File: src/pkg/ascif_map.svh
// Constants of the converter serial link and of the controller register map.
`ifndef ASCIF_MAP_SVH
`define ASCIF_MAP_SVH
`define ASCIF_CTRL_OFS 4'h0
`define ASCIF_STATUS_OFS 4'h4
`define ASCIF_RESULT_OFS 4'h8
`define ASCIF_CLKDIV_OFS 4'hC
`define ASCIF_CTRL_GO_BIT 8
`define ASCIF_STAT_BUSY_BIT 0
`define ASCIF_STAT_DONE_BIT 1
`define ASCIF_RES_DATA_LSB 16
`define ASCIF_CB_START 7
`define ASCIF_CB_SEL_HI 6
`define ASCIF_CB_SEL_LO 4
`define ASCIF_CB_POL 3
`define ASCIF_CB_CFG 2
`define ASCIF_CB_MODE_HI 1
`define ASCIF_CB_MODE_LO 0
`define ASCIF_TRACK_BITS 5
`define ASCIF_CTRL_BITS 8
`define ASCIF_RES_BITS 10
`define ASCIF_FRAME_BITS 24
`define ASCIF_RAW_RES_LSB 5
`define ASCIF_CLK_PERIOD_NS 100
`define ASCIF_INT_CONV_NS 7500
`define ASCIF_INT_CONV_CYC (`ASCIF_INT_CONV_NS / `ASCIF_CLK_PERIOD_NS)
`define ASCIF_EXT_CONV_MAX_NS 120000
`define ASCIF_SCLK_MIN_PERIOD_NS 500
`define ASCIF_HALF_MAX (`ASCIF_EXT_CONV_MAX_NS / (`ASCIF_FRAME_BITS * 2 * `ASCIF_CLK_PERIOD_NS))
`define ASCIF_HALF_MIN_RATE ((`ASCIF_SCLK_MIN_PERIOD_NS + 2 * `ASCIF_CLK_PERIOD_NS - 1) / (2 * `ASCIF_CLK_PERIOD_NS))
`define ASCIF_HALF_MIN_LAT 4
`define ASCIF_CLKDIV_RST 5
`define ASCIF_CFG_RST 8'h13
`endif

File: src/pkg/ascif_pkg.sv
// Types for the two ends of the converter serial link, with one state record for each end.
package ascif_pkg;
  typedef enum logic [1:0] {
    MODE_FULL_PD = 2'b00,
    MODE_FAST_PD = 2'b01,
    MODE_INT_CLK = 2'b10,
    MODE_EXT_CLK = 2'b11
  } ascif_mode_t;
  typedef enum logic [1:0] {
    P_IDLE = 2'b00,
    P_STROBE = 2'b01,
    P_EXT = 2'b11,
    P_INT = 2'b10
  } ascif_phase_t;
  typedef enum logic [2:0] {
    H_IDLE = 3'b000,
    H_SETUP = 3'b001,
    H_HI = 3'b011,
    H_LO = 3'b010,
    H_END = 3'b110
  } ascif_hstate_t;
  typedef struct packed {
    logic sclk_a;
    logic sclk_b;
    logic sclk_c;
    logic cs_a;
    logic cs_b;
    logic cs_c;
    logic din_a;
    logic din_b;
    logic rx_active;
    logic [3:0] rx_cnt;
    logic [7:0] rx_sr;
    logic restart;
    ascif_phase_t phase;
    logic [9:0] result;
    logic [9:0] out_sr;
    logic [3:0] out_cnt;
    logic int_rdy;
    logic [6:0] int_cnt;
    logic ext;
    logic [1:0] mode;
    logic track;
    logic hold;
    logic dout;
    logic dout_oe_n;
    logic strobe;
    logic strobe_oe_n;
    logic busy;
  } ascif_dev_t;
  typedef struct packed {
    logic awready;
    logic wready;
    logic aw_got;
    logic w_got;
    logic [3:0] awaddr;
    logic [31:0] wdata;
    logic [3:0] wstrb;
    logic bvalid;
    logic [1:0] bresp;
    logic arready;
    logic rvalid;
    logic [31:0] rdata;
    logic [1:0] rresp;
    logic [7:0] cfg;
    logic [7:0] clkdiv;
    logic done;
    logic [15:0] raw;
    ascif_hstate_t st;
    logic [7:0] div_cnt;
    logic [4:0] bit_idx;
    logic [23:0] tx_sr;
    logic [23:0] rx_sr;
    logic dout_a;
    logic dout_b;
    logic cs_n;
    logic sclk;
    logic din;
  } ascif_host_t;
endpackage

File: src/pkg/ascif_link_if.sv
// Five-wire link between the converter and its serial master.
`timescale 1ns/1ps
`default_nettype none
interface ascif_link_if;
  logic cs_n;
  logic sclk;
  logic din;
  logic dout;
  logic dout_oe_n;
  logic strobe;
  logic strobe_oe_n;
  logic dout_line;
  logic strobe_line;
  // A released line reads low, as with a weak pull-down.
  assign dout_line = ~dout_oe_n & dout;
  assign strobe_line = ~strobe_oe_n & strobe;
  modport dev (input cs_n, input sclk, input din, output dout, output dout_oe_n, output strobe, output strobe_oe_n);
  modport host (output cs_n, output sclk, output din, input dout_line);
endinterface
`default_nettype wire

File: src/hw/ascif_device.sv
// Converter end: serial control byte decode, track/hold sequencing and result readout.
//
// The address map and the AXI4-Lite register port were decided locally.
`timescale 1ns/1ps
`default_nettype none
`include "ascif_map.svh"
module ascif_device
  import ascif_pkg::*;
#(
  parameter int INT_CONV_CYC = `ASCIF_INT_CONV_CYC
)
(
  input wire logic clk,
  input wire logic srst,
  ascif_link_if.dev link,
  input wire logic [3:0][9:0] ain,
  input wire logic [9:0] com,
  output logic th_track,
  output logic th_hold,
  output logic conv_busy,
  output logic [1:0] mode_field
);
  ascif_dev_t r;
  ascif_dev_t n;
  logic rise;
  logic fall;
  logic cs_low;
  logic cs_fall;
  logic cs_rise;
  logic accept;
  logic [9:0] sample;

  function automatic logic [9:0] conv_code(input logic [3:0][9:0] a, input logic [9:0] c, input logic [7:0] cb);
    logic [1:0] p;
    logic [1:0] m;
    logic ok;
    logic [9:0] mv;
    logic signed [10:0] d;
    logic signed [10:0] h;
    p = 2'h0;
    m = 2'h0;
    ok = 1'b1;
    case (cb[`ASCIF_CB_SEL_HI:`ASCIF_CB_SEL_LO])
      3'h1:
      begin
        p = 2'h0;
        m = 2'h1;
      end
      3'h5:
      begin
        p = 2'h1;
        m = 2'h0;
      end
      3'h2:
      begin
        p = 2'h2;
        m = 2'h3;
      end
      3'h6:
      begin
        p = 2'h3;
        m = 2'h2;
      end
      default:
        ok = 1'b0;
    endcase
    mv = cb[`ASCIF_CB_CFG] ? c : a[m];
    d = signed'({1'b0, a[p]}) - signed'({1'b0, mv});
    h = d >>> 1;
    if (!ok)
      conv_code = 10'h000;
    else if (cb[`ASCIF_CB_POL])
      conv_code = d[10] ? 10'h000 : d[9:0];
    else
      conv_code = h[9:0];
  endfunction

  assign rise = r.sclk_b & ~r.sclk_c;
  assign fall = ~r.sclk_b & r.sclk_c;
  assign cs_low = ~r.cs_b;
  assign cs_fall = ~r.cs_b & r.cs_c;
  assign cs_rise = r.cs_b & ~r.cs_c;
  assign accept = ~r.rx_active & (r.restart | (r.phase == P_IDLE) | ((r.phase == P_EXT) & (r.out_cnt <= 4'h3)));
  assign sample = conv_code(ain, com, r.rx_sr);

  always_comb
  begin
    n = r;
    n.sclk_a = link.sclk;
    n.sclk_b = r.sclk_a;
    n.sclk_c = r.sclk_b;
    n.cs_a = link.cs_n;
    n.cs_b = r.cs_a;
    n.cs_c = r.cs_b;
    n.din_a = link.din;
    n.din_b = r.din_a;
    if (r.phase == P_INT)
    begin
      if (r.int_cnt <= 7'h01)
      begin
        n.phase = P_IDLE;
        n.strobe = 1'b1;
        n.int_rdy = 1'b1;
        n.hold = 1'b0;
      end
      else
        n.int_cnt = r.int_cnt - 7'h01;
    end
    if (cs_rise)
    begin
      n.rx_active = 1'b0;
      n.restart = 1'b1;
      n.dout_oe_n = 1'b1;
      if (r.ext)
        n.strobe_oe_n = 1'b1;
    end
    if (cs_fall)
    begin
      n.dout_oe_n = 1'b0;
      n.dout = 1'b0;
      if (r.ext)
      begin
        n.strobe_oe_n = 1'b0;
        n.strobe = 1'b0;
      end
    end
    if (cs_low & rise)
    begin
      if (r.rx_active)
      begin
        n.rx_sr = {r.rx_sr[6:0], r.din_b};
        n.rx_cnt = r.rx_cnt + 4'h1;
      end
      else if (accept & r.din_b)
      begin
        n.rx_active = 1'b1;
        n.restart = 1'b0;
        n.rx_sr = 8'h01;
        n.rx_cnt = 4'h1;
      end
    end
    if (cs_low & fall)
    begin
      if (r.rx_active & (r.rx_cnt == 4'(`ASCIF_TRACK_BITS)))
        n.track = 1'b1;
      if (r.rx_active & (r.rx_cnt == 4'(`ASCIF_CTRL_BITS)))
      begin
        n.track = 1'b0;
        n.hold = 1'b1;
        n.rx_active = 1'b0;
        n.result = sample;
        n.mode = r.rx_sr[`ASCIF_CB_MODE_HI:`ASCIF_CB_MODE_LO];
        n.out_cnt = 4'h0;
        n.int_rdy = 1'b0;
        n.dout = 1'b0;
        case (ascif_mode_t'(r.rx_sr[`ASCIF_CB_MODE_HI:`ASCIF_CB_MODE_LO]))
          MODE_EXT_CLK:
          begin
            n.phase = P_STROBE;
            n.ext = 1'b1;
            n.strobe = 1'b1;
            n.strobe_oe_n = 1'b0;
          end
          MODE_INT_CLK:
          begin
            n.phase = P_INT;
            n.ext = 1'b0;
            n.strobe = 1'b0;
            n.strobe_oe_n = 1'b0;
            n.int_cnt = 7'(INT_CONV_CYC);
          end
          default:
          begin
            n.phase = P_IDLE;
            n.ext = 1'b0;
            n.hold = 1'b0;
            n.strobe = 1'b1;
            n.strobe_oe_n = 1'b0;
          end
        endcase
      end
      else if (r.phase == P_STROBE)
      begin
        n.strobe = 1'b0;
        n.phase = P_EXT;
        n.dout = r.result[9];
        n.out_sr = {r.result[8:0], 1'b0};
        n.out_cnt = 4'(`ASCIF_RES_BITS - 1);
      end
      else if (r.int_rdy)
      begin
        n.int_rdy = 1'b0;
        n.dout = r.result[9];
        n.out_sr = {r.result[8:0], 1'b0};
        n.out_cnt = 4'(`ASCIF_RES_BITS - 1);
      end
      else if (r.out_cnt != 4'h0)
      begin
        n.dout = r.out_sr[9];
        n.out_sr = {r.out_sr[8:0], 1'b0};
        n.out_cnt = r.out_cnt - 4'h1;
        if ((r.out_cnt == 4'h1) & (r.phase == P_EXT))
        begin
          n.phase = P_IDLE;
          n.hold = 1'b0;
        end
      end
      else
        n.dout = 1'b0;
    end
    // Busy is kept in a register so the output does not depend on a compare after the flop.
    n.busy = n.phase != P_IDLE;
  end

  always_ff @(posedge clk)
  begin
    if (srst)
    begin
      r <= '0;
      r.sclk_a <= 1'b0;
      r.cs_a <= 1'b1;
      r.cs_b <= 1'b1;
      r.cs_c <= 1'b1;
      r.phase <= P_IDLE;
      r.mode <= MODE_INT_CLK;
      r.dout_oe_n <= 1'b1;
      r.strobe <= 1'b1;
      r.strobe_oe_n <= 1'b0;
    end
    else
      r <= n;
  end

  assign link.dout = r.dout;
  assign link.dout_oe_n = r.dout_oe_n;
  assign link.strobe = r.strobe;
  assign link.strobe_oe_n = r.strobe_oe_n;
  assign th_track = r.track;
  assign th_hold = r.hold;
  assign conv_busy = r.busy;
  assign mode_field = r.mode;
endmodule
`default_nettype wire

File: src/flat_wrapper.sv
// flat-port wrapper written by rule: the top's interface ports become plain ports
module ascif_device_flat import ascif_pkg::*;
#(
  parameter int INT_CONV_CYC = `ASCIF_INT_CONV_CYC
)
  (clk, srst, ain, com, th_track, th_hold, conv_busy, mode_field, link_cs_n, link_sclk, link_din, link_dout, link_dout_oe_n, link_strobe, link_strobe_oe_n);
  ascif_link_if link_i ();
  input wire logic clk;
  input wire logic srst;
  input wire logic [3:0][9:0] ain;
  input wire logic [9:0] com;
  output logic th_track;
  output logic th_hold;
  output logic conv_busy;
  output logic [1:0] mode_field;
  input wire logic [$bits(link_i.cs_n)-1:0] link_cs_n;
  input wire logic [$bits(link_i.sclk)-1:0] link_sclk;
  input wire logic [$bits(link_i.din)-1:0] link_din;
  output wire logic [$bits(link_i.dout)-1:0] link_dout;
  output wire logic [$bits(link_i.dout_oe_n)-1:0] link_dout_oe_n;
  output wire logic [$bits(link_i.strobe)-1:0] link_strobe;
  output wire logic [$bits(link_i.strobe_oe_n)-1:0] link_strobe_oe_n;
  assign link_i.cs_n = link_cs_n;
  assign link_i.sclk = link_sclk;
  assign link_i.din = link_din;
  assign link_dout = link_i.dout;
  assign link_dout_oe_n = link_i.dout_oe_n;
  assign link_strobe = link_i.strobe;
  assign link_strobe_oe_n = link_i.strobe_oe_n;
  ascif_device #(.INT_CONV_CYC(INT_CONV_CYC)) u_core (.clk(clk), .srst(srst), .link(link_i), .ain(ain), .com(com), .th_track(th_track), .th_hold(th_hold), .conv_busy(conv_busy), .mode_field(mode_field));
endmodule
File: config.mk
export PLATFORM = sky130hd
export DESIGN_NAME = ascif_device_flat
export DESIGN_NICKNAME = d
export VERILOG_FILES = /design/src/pkg/ascif_pkg.sv /design/src/pkg/ascif_link_if.sv /design/src/hw/ascif_device.sv /design/src/flat_wrapper.sv
export VERILOG_INCLUDE_DIRS = /design/src /design/src/pkg
export SDC_FILE = /design/constraint.sdc
export NUM_CORES = 1
export LEC_CHECK = 0
export BUFFER_PORTS_ARGS = -buffer_cell sky130_fd_sc_hd__buf_2
export CAP_MARGIN = 30
export CORE_ASPECT_RATIO = 0.5
export CORE_UTILIZATION = 40
export CTS_CLUSTER_DIAMETER = 80
export DETAILED_ROUTE_END_ITERATION = 16
export GPL_TIMING_DRIVEN = 0
export SLEW_MARGIN = 40
export SYNTH_ARGS = -nofsm -noshare
export SYNTH_HDL_FRONTEND = slang
export SYNTH_SLANG_ARGS = --single-unit
File: constraint.sdc
create_clock -name clk -period 6.3 [get_ports clk]
set_input_delay 1.26 -clock clk [delete_from_list [all_inputs] [get_ports clk]]
set_output_delay 1.26 -clock clk [all_outputs]
set_load 0.02 [all_outputs]
==> results of run 1 <==
final cells by class:
cell class                      instances  area (um^2)  area share
Sequential cell                        64         1281      0.2704
Timing Repair Buffer                   63        315.3     0.06654
Clock inverter                          3        17.52    0.003697
Inverter                               19        71.32     0.01505
Multi-Input combinational cell        372         2497      0.5271
Tap cell                              135        168.9     0.03565
Clock buffer                           12        256.5     0.05413
Buffer                                 25        130.1     0.02746
power groups by stage:
stage	Combinational [W]	Sequential [W]	Clock, W
after floorplan	0.0000673	0.000418	0
after global placement	0.000106	0.000418	0
after detailed placement	0.000107	0.000418	0
after CTS	0.000107	0.000409	0.000460
after global routing	0.000120	0.000409	0.000482
final	0.000107	0.000409	0.000453
cell usage in the layout, fill, tap and decap left out, types with 3 or more instances in the layout:
cell       instances
buf_2             66
dfxtp_1           64
nor2_1            53
nand2_1           53
a21oi_1           39
ha_1              22
mux2i_1           21
a211oi_1          20
inv_1             19
clkbuf_1          18
mux2_2            11
a22oi_1           11
and2_1            10
o21ai_0            9
nand2b_1           9
a311oi_1           9
clkbuf_16          9
nor2b_1            8
xor2_1             8
nand3_1            7
o211ai_1           6
o21ai_1            6
xnor2_1            6
or2_1              5
nand4_1            4
or2_2              4
clkbuf_8           3
o221ai_1           3
or3_1              3
nor3b_1            3
a222oi_1           3
stage by stage:
stage                     hold WS, ns  utilization  setup WS [ns]  cells  area, um^2
after floorplan                0.3895            -          2.628    480        3980
after global placement         0.3968       0.4679          2.251    678        4464
after detailed placement       0.4008       0.4679          2.249    678        4464
after CTS                      0.4158       0.4967          2.256    693        4738
after global routing           0.4457       0.4967          1.815    693        4738
final                          0.4137       0.4967          2.229    693        4738
flip-flops by register name (all words and copies together) (netlist names):
name / count
u_core.th_track: 1
u_core.link.strobe_oe_n: 1
u_core.mode_field: 2
u_core.conv_busy: 1
u_core.link.dout: 1
u_core.r: 50
u_core.link.dout_oe_n: 1
u_core.n: 5
u_core.th_hold: 1
u_core.link.strobe: 1
final timing paths:
kind,cells after the start,endpoint,slack (ns),startpoint
setup / recovery,16,u_core.r[33]$_SDFFE_PP0P_,2.23,u_core.r[49]$_SDFFE_PP0P_
hold / removal,1,u_core.n[60]$_SDFF_PP1_,0.41,u_core.n[61]$_SDFF_PP1_
setup reg to reg,16,u_core.r[33]$_SDFFE_PP0P_,2.23,u_core.r[49]$_SDFFE_PP0P_
hold reg to reg,1,u_core.n[60]$_SDFF_PP1_,0.41,u_core.n[61]$_SDFF_PP1_
layer usage:
layer  global-route usage  vias up
met5                    0        -
met4              0.04779        0
met3              0.04554        7
met2               0.3241       77
met1               0.2746     1686
li1                     -     1872
worst reg2reg max path: stages (launching register included):
cell and delay [ns]:
dfxtp_1 0.38, inv_1 0.06, ha_1 0.18, clkbuf_1 0.16, o21ai_2 0.47, mux2_2 0.39, o21ai_0 0.19, ha_1 0.21
inv_1 0.06, fa_1 0.42, a211oi_2 0.27, o211ai_1 0.16, a41o_1 0.30, and4_4 0.19, buf_6 0.12, a222oi_1 0.33
inv_1 0.06
cells by family (layout without fill, tap and decap cells):
logic type	after synthesis	after routing	synth area share
AO/OA/AOI/OAI	124	124	0.2100
XOR/XNOR	14	14	0.03081
adder cells (fa/ha/maj)	23	23	0.07419
buffers and inverters	44	122	0.05061
flip-flops	64	64	0.3219
multiplexers	32	32	0.08394
AND/OR/NAND/NOR	179	179	0.2285
==> qor.csv, run 1 <==
stage;metric;value;unit
power_and_ir_drop;switch share;0.2369;
sta;final clock period utilization by the worst path;0.6463;
logic_synthesis;Avg Inst Size Synth;8.292;um^2
routing;vias per cell;5.255;
clock_network;CTS tree;built;
power_and_ir_drop;Leak;1.826;nW
power_and_ir_drop;maximum vdd drop;0.08988;mV
power_and_ir_drop;internal power;0.0007392;W
logic_synthesis;Synth cell types;62;
logic_synthesis;top post-synthesis cells by count;dfxtp_1, nand2_1, nor2_1, a21oi_1, ha_1;
floorplan;IO Count;64;
sta;clk_skew;0.004307;ns
outcome;status;complete, no violations;
sta;Max Fclk;0.2456;GHz
logic_synthesis;Cell Area, Synth;0.003980;mm^2
clock_network;sink count of the clock tree;64;
power_and_ir_drop;Logic pwr share;0.110;
clock_network;Num CTS Buffers;9;
routing;detailed-route via count;3642;
hold_path;worst hold path type;reg2reg;
routing;DR WL met3;395;um
routing;drt drc;0;
placed_design;number of port buffers;63;
clock_network;CTS H-tree lvls;3;
global_route;All-Layer GR Usage;0.2016;
routing;DRT Pass-1 Iters;5;
power_and_ir_drop;Tot Pwr;0.0009687;W
sta;clock period minus worst slack;4.071;ns
floorplan;Core ar.;0.009540;mm^2
sta;setup TNS;0;ns
clock_network;postcts setup bufs;0;
sta;RSZ-0062 raised after global routing;no;
worst_setup_path;CP startpoint kind;flop;
worst_setup_path;max incr delay on CP;0.47;ns
global_route;number of global-route vias before repair;3393;
clock_network;later-pin clock latency in the skew report;0.32;ns
cells_and_area;Nets;632;
worst_setup_path;worst-path cell chain;inv_1 -> ha_1 -> clkbuf_1 -> o21ai_2 -> mux2_2 -> o21ai_0 -> ha_1 -> inv_1 -> fa_1 -> a211oi_2 -> o211ai_1 -> a41o_1 -> and4_4 -> buf_6 -> a222oi_1 -> inv_1;
global_route;first-pass GRT wire length;16380;um
sta;worst slew pin tran;0.7258;ns
floorplan;die extent in x;143.1;um
global_route;largest net degree at the start of global routing;11;
cells_and_area;share of post-route cells with drive strength above 1;0.2007;
cells_and_area;number of diodes;0;
routing;per-cell routed wire length;14.16;um
logic_synthesis;share of the synthesized area in the top cell type;0.3219;
clock_network;hold_buf cts;0;
logic_synthesis;Top FF cell, synth;dfxtp_1;
worst_setup_path;CP delay by family, top;compound AO/OA/AOI/OAI gates;
cells_and_area;# fillers;972;
worst_setup_path;Bufs and invs on worst path;5;
sta;Final Slew Violations;0;
routing;max layer used;met4;
floorplan;row count;25;
placed_design;Routability Congestion;0.8198;
floorplan;Die H;72.54;um
logic_synthesis;warnings from Yosys;0;
logic_synthesis;asr flop ratio synth;0;
placed_design;HPWL after detailed placement;7544;um
worst_setup_path;Arr. time, crit path;4.28;ns
sta;endpoints failing setup;0;
worst_setup_path;Critical Path End Type;flop;
power_and_ir_drop;PD cells;204.4;mW/mm^2
power_and_ir_drop;Switch Pwr;0.0002295;W
global_route;GR Overflow Total;0;
power_and_ir_drop;clock power share;0.467;
logic_synthesis;FF+latch count, synth;64;
worst_setup_path;CP max FO;10;
logic_synthesis;Synthesized Nets;558;
logic_synthesis;Synth area leaders;dfxtp_1, ha_1, mux2i_1;
logic_synthesis;most area-hungry cell type in the Yosys netlist;dfxtp_1;
clock_network;post-CTS resize count;0;
logic_synthesis;Cells after Synth;480;
logic_synthesis;top-count cell post-synth;dfxtp_1;
worst_setup_path;Setup CP Type;reg2reg;
flow_run;number of max-cap violations;0;
floorplan;initial core utilization;0.4172;
routing;initial drt markers;144;
routing;Detailed Route WL;9815;um
routing;metal2 WL;4280;um
routing;Post-DRT Antenna Nets;0;
global_route;initial antenna violation count;0;
power_and_ir_drop;sequential share of power;0.423;
logic_synthesis;EDFF count, synth;0;
worst_setup_path;CP Data Required Time;6.51;ns
floorplan;Die ar.;0.01038;mm^2
clock_network;CTS Buffer Depth;2;
clock_network;Clock transition at path regs;0.05;ns
sta;final hold violations;0;
worst_setup_path;CP most frequent cell;inv_1;
cells_and_area;Area Overhead vs Synth;19.05;%
routing;met1 WL;5063;um
clock_network;Root Driver;clkbuf_16;
worst_setup_path;Crit-path slowest cell;o21ai_2;
logic_synthesis;post-synthesis sequential area ratio;0.3219;
sta;Max-slew headroom;0.5161;
Note: power is estimated with default switching activity, not from simulation.
==> run 2: changes to the inputs <==
ABC_AREA = 1   (was unset)
clock period = 3.9 ns   (was 6.3 ns; I/O delays follow)
==> qor.csv, run 2 <==
stage;metric;value;unit;change
global_route;GR Overflow Total;0;;unchanged
floorplan;initial core utilization;0.4265;;was 0.4172
cells_and_area;max reg flops;50;;unchanged
logic_synthesis;most area-hungry cell type in the Yosys netlist;dfxtp_1;;unchanged
logic_synthesis;FF+latch count, synth;64;;unchanged
floorplan;die extent in x;146.5;um;was 143.1 um
clock_network;Clock transition at path regs;0.05;ns;about the same
cells_and_area;Reg with most FFs;u_core.r;;unchanged
logic_synthesis;Synth area leaders;dfxtp_1, nand2_1, ha_1;;was dfxtp_1, ha_1, mux2i_1
floorplan;Core ar.;0.009791;mm^2;was 0.009540 mm^2
flow_run;number of max-cap violations;0;;unchanged
worst_setup_path;CP max FO;10;;unchanged
clock_network;CTS H-tree lvls;3;;unchanged
sta;clock period minus worst slack;3.225;ns;was 4.071 ns
logic_synthesis;top-count cell post-synth;nand2_1;;was dfxtp_1
global_route;All-Layer GR Usage;0.2208;;was 0.2016
clock_network;Root Driver;clkbuf_16;;unchanged
cells_and_area;Finished Cell Area;0.004921;mm^2;was 0.004738 mm^2
placed_design;number of port buffers;63;;unchanged
worst_setup_path;Critical Path End Type;flop;;unchanged
power_and_ir_drop;PD cells;317.4;mW/mm^2;was 204.4 mW/mm^2
logic_synthesis;warnings from Yosys;0;;unchanged
sta;final hold violations;0;;unchanged
routing;Detailed Route WL;11040;um;was 9815 um
outcome;status;complete, no violations;;unchanged
floorplan;row count;25;;unchanged
routing;DRT Pass-1 Iters;5;;unchanged
logic_synthesis;share of the synthesized area in the top cell type;0.3069;;was 0.3219
placed_design;Routability Congestion;0.8586;;was 0.8198
sta;RSZ-0062 raised after global routing;no;;unchanged
global_route;met1 Use GR;0.2900;;was 0.2746
cells_and_area;number of diodes;0;;unchanged
cells_and_area;multi-input logic area;0.002471;mm^2;was 0.002497 mm^2
placed_design;Area after DPL;0.004659;mm^2;was 0.004464 mm^2
sta;Final Slew Violations;0;;unchanged
clock_network;sink count of the clock tree;64;;unchanged
worst_setup_path;Arr. time, crit path;3.44;ns;was 4.28 ns
routing;per-cell routed wire length;12.97;um;was 14.16 um
logic_synthesis;asr flop ratio synth;0;;unchanged
sta;Max Fclk;0.3100;GHz;was 0.2456 GHz
clock_network;CTS Buffer Depth;2;;unchanged
logic_synthesis;Synth cell types;43;;was 62
cells_and_area;most frequent cells in the layout;nand2_1, buf_2, inv_1;;was buf_2, dfxtp_1, nor2_1, nand2_1, a21oi_1
routing;Post-DRT Antenna Nets;0;;unchanged
routing;vias per cell;5.035;;was 5.255
clock_network;postcts setup bufs;0;;unchanged
logic_synthesis;Top FF cell, synth;dfxtp_1;;unchanged
logic_synthesis;Synthesized Nets;718;;was 558
clock_network;hold_buf cts;0;;unchanged
cells_and_area;FF+latch area;0.001281;mm^2;unchanged
clock_network;later-pin clock latency in the skew report;0.32;ns;about the same
sta;clk_skew;0.006370;ns;was 0.004307 ns
logic_synthesis;Cells after Synth;640;;was 480
clock_network;CTS tree;built;;unchanged
logic_synthesis;EDFF count, synth;0;;unchanged
power_and_ir_drop;maximum vdd drop;0.2377;mV;was 0.08988 mV
floorplan;IO Count;64;;unchanged
global_route;initial antenna violation count;0;;unchanged
global_route;first-pass GRT wire length;19310;um;was 16380 um
worst_setup_path;CP Data Required Time;4.12;ns;was 6.51 ns
worst_setup_path;CP Launch Point;u_core.r[49]$_SDFFE_PP0P_;;unchanged
sta;final clock period utilization by the worst path;0.8270;;was 0.6463
cells_and_area;Area Overhead vs Synth;17.86;%;was 19.05%
global_route;global routing's busiest layer;met2;;unchanged
logic_synthesis;Avg Inst Size Synth;6.524;um^2;was 8.292 um^2
global_route;largest net degree at the start of global routing;11;;unchanged
global_route;number of global-route vias before repair;4180;;was 3393
logic_synthesis;post-synthesis sequential area ratio;0.3069;;was 0.3219
cells_and_area;Nets;792;;was 632
logic_synthesis;Cell Area, Synth;0.004175;mm^2;was 0.003980 mm^2
routing;detailed-route via count;4285;;was 3642
global_route;met2 Use GR;0.3720;;was 0.3241
routing;drt drc;0;;unchanged
logic_synthesis;top post-synthesis cells by count;nand2_1, inv_1, dfxtp_1, nor2_1;;was dfxtp_1, nand2_1, nor2_1, a21oi_1, ha_1
global_route;met3 Use GR;0.04172;;was 0.04554
floorplan;Die ar.;0.01088;mm^2;was 0.01038 mm^2
hold_path;worst hold path type;reg2reg;;unchanged
placed_design;HPWL after detailed placement;8434;um;was 7544 um
sta;worst slew pin tran;0.5563;ns;was 0.7258 ns
cells_and_area;# fillers;1023;;was 972
floorplan;Die H;74.25;um;was 72.54 um
sta;Max-slew headroom;0.6288;;was 0.5161
routing;initial drt markers;280;;was 144
sta;endpoints failing setup;0;;unchanged
worst_setup_path;Worst R2R Start;u_core.r[49]$_SDFFE_PP0P_;;unchanged
cells_and_area;leading cell type in the layout, fill and taps excluded;nand2_1;;was buf_2
worst_setup_path;CP startpoint kind;flop;;unchanged
clock_network;Num CTS Buffers;9;;unchanged
cells_and_area;share of post-route cells with drive strength above 1;0.1620;;was 0.2007
hold_path;hold_sp;u_core.n[58]$_SDFF_PP0_;;was u_core.n[61]$_SDFF_PP1_
clock_network;post-CTS resize count;0;;unchanged
sta;setup TNS;0;ns;unchanged
power_and_ir_drop;Leak;2.315;nW;was 1.826 nW
worst_setup_path;Setup CP Type;reg2reg;;unchanged
run 2: path summary, 6_finish.rpt:
kind | endpoint | slack [ns] | cells after the start
worst min register to register | u_core.r[58]$_SDFF_PP0_ | 0.40 | 2
worst max register to register | u_core.r[40]$_SDFFE_PP0P_ | 0.67 | 24
worst max-delay path | u_core.r[40]$_SDFFE_PP0P_ | 0.67 | 24
worst min-delay path | u_core.r[58]$_SDFF_PP0_ | 0.40 | 2
run 2: report_power, final:
group	total, W	internal [W]	switching, W
Sequential	0.000662	0.000660	0.00000239
Combinational	0.000189	0.0000744	0.000114
Clock	0.000712	0.000452	0.000260
run 2: worst max-delay path: stages, from the launching register on:
cell and delay, ns:
dfxtp_1 0.37, inv_1 0.06, ha_1 0.19, buf_2 0.19, inv_2 0.11, nand2_1 0.07, nand2_1 0.09, buf_2 0.25
nand2_1 0.08, nand3_1 0.09, nand3_1 0.09, nand2_1 0.07, ha_1 0.14, inv_1 0.07, fa_1 0.45, nand3_1 0.11
nand3_1 0.14, nand2_1 0.11, nand2_1 0.05, nand2_1 0.08, nand2_1 0.06, nand2_1 0.05, nand2_1 0.04, nand3_1 0.09
nand2_1 0.05
run 2: through the flow:
stage | cells | setup WS [ns] | util | hold WS (ns) | power (W)
5_1_grt | 851 | 0.2252 | 0.5026 | 0.4160 | 0.001637
3_3_place_gp | 838 | 0.6939 | 0.4759 | 0.3884 | 0.0008618
3_5_place_dp | 838 | 0.7053 | 0.4759 | 0.3944 | 0.0008621
4_1_cts | 851 | 0.6699 | 0.5026 | 0.4028 | 0.001578
6_report | 851 | 0.6746 | 0.5026 | 0.4011 | 0.001562
2_1_floorplan | 640 | 1.190 | - | 0.3883 | 0.0007955
run 2: cells by family (layout without fill, tap and decap cells):
kind of cell	count (synthesis)	after routing	synth area share
simple gates	298	298	0.3048
compound gates	141	141	0.1915
buf+inv	103	179	0.1013
flops	64	64	0.3069
fa+ha+maj	23	23	0.07072
mux	6	6	0.01438
xor+xnor	5	5	0.01049
run 2: routing by layer:
| layer | vias up | part of all wire |
|---|---|---|
| met5 | - | 0 |
| met4 | 0 | 0.018 |
| met3 | 16 | 0.050 |
| met2 | 126 | 0.43 |
| met1 | 1888 | 0.50 |
| li1 | 2255 | - |
run 2: cell type report:
class | instances | share of cell area
multi-input combinational | 473 | 0.5022
sequential | 64 | 0.2604
timing repair buffer | 63 | 0.06407
inverter | 78 | 0.05950
clock buffer | 12 | 0.05212
tap | 135 | 0.03432
buffer | 25 | 0.02644
clock inverter | 1 | 0.001017
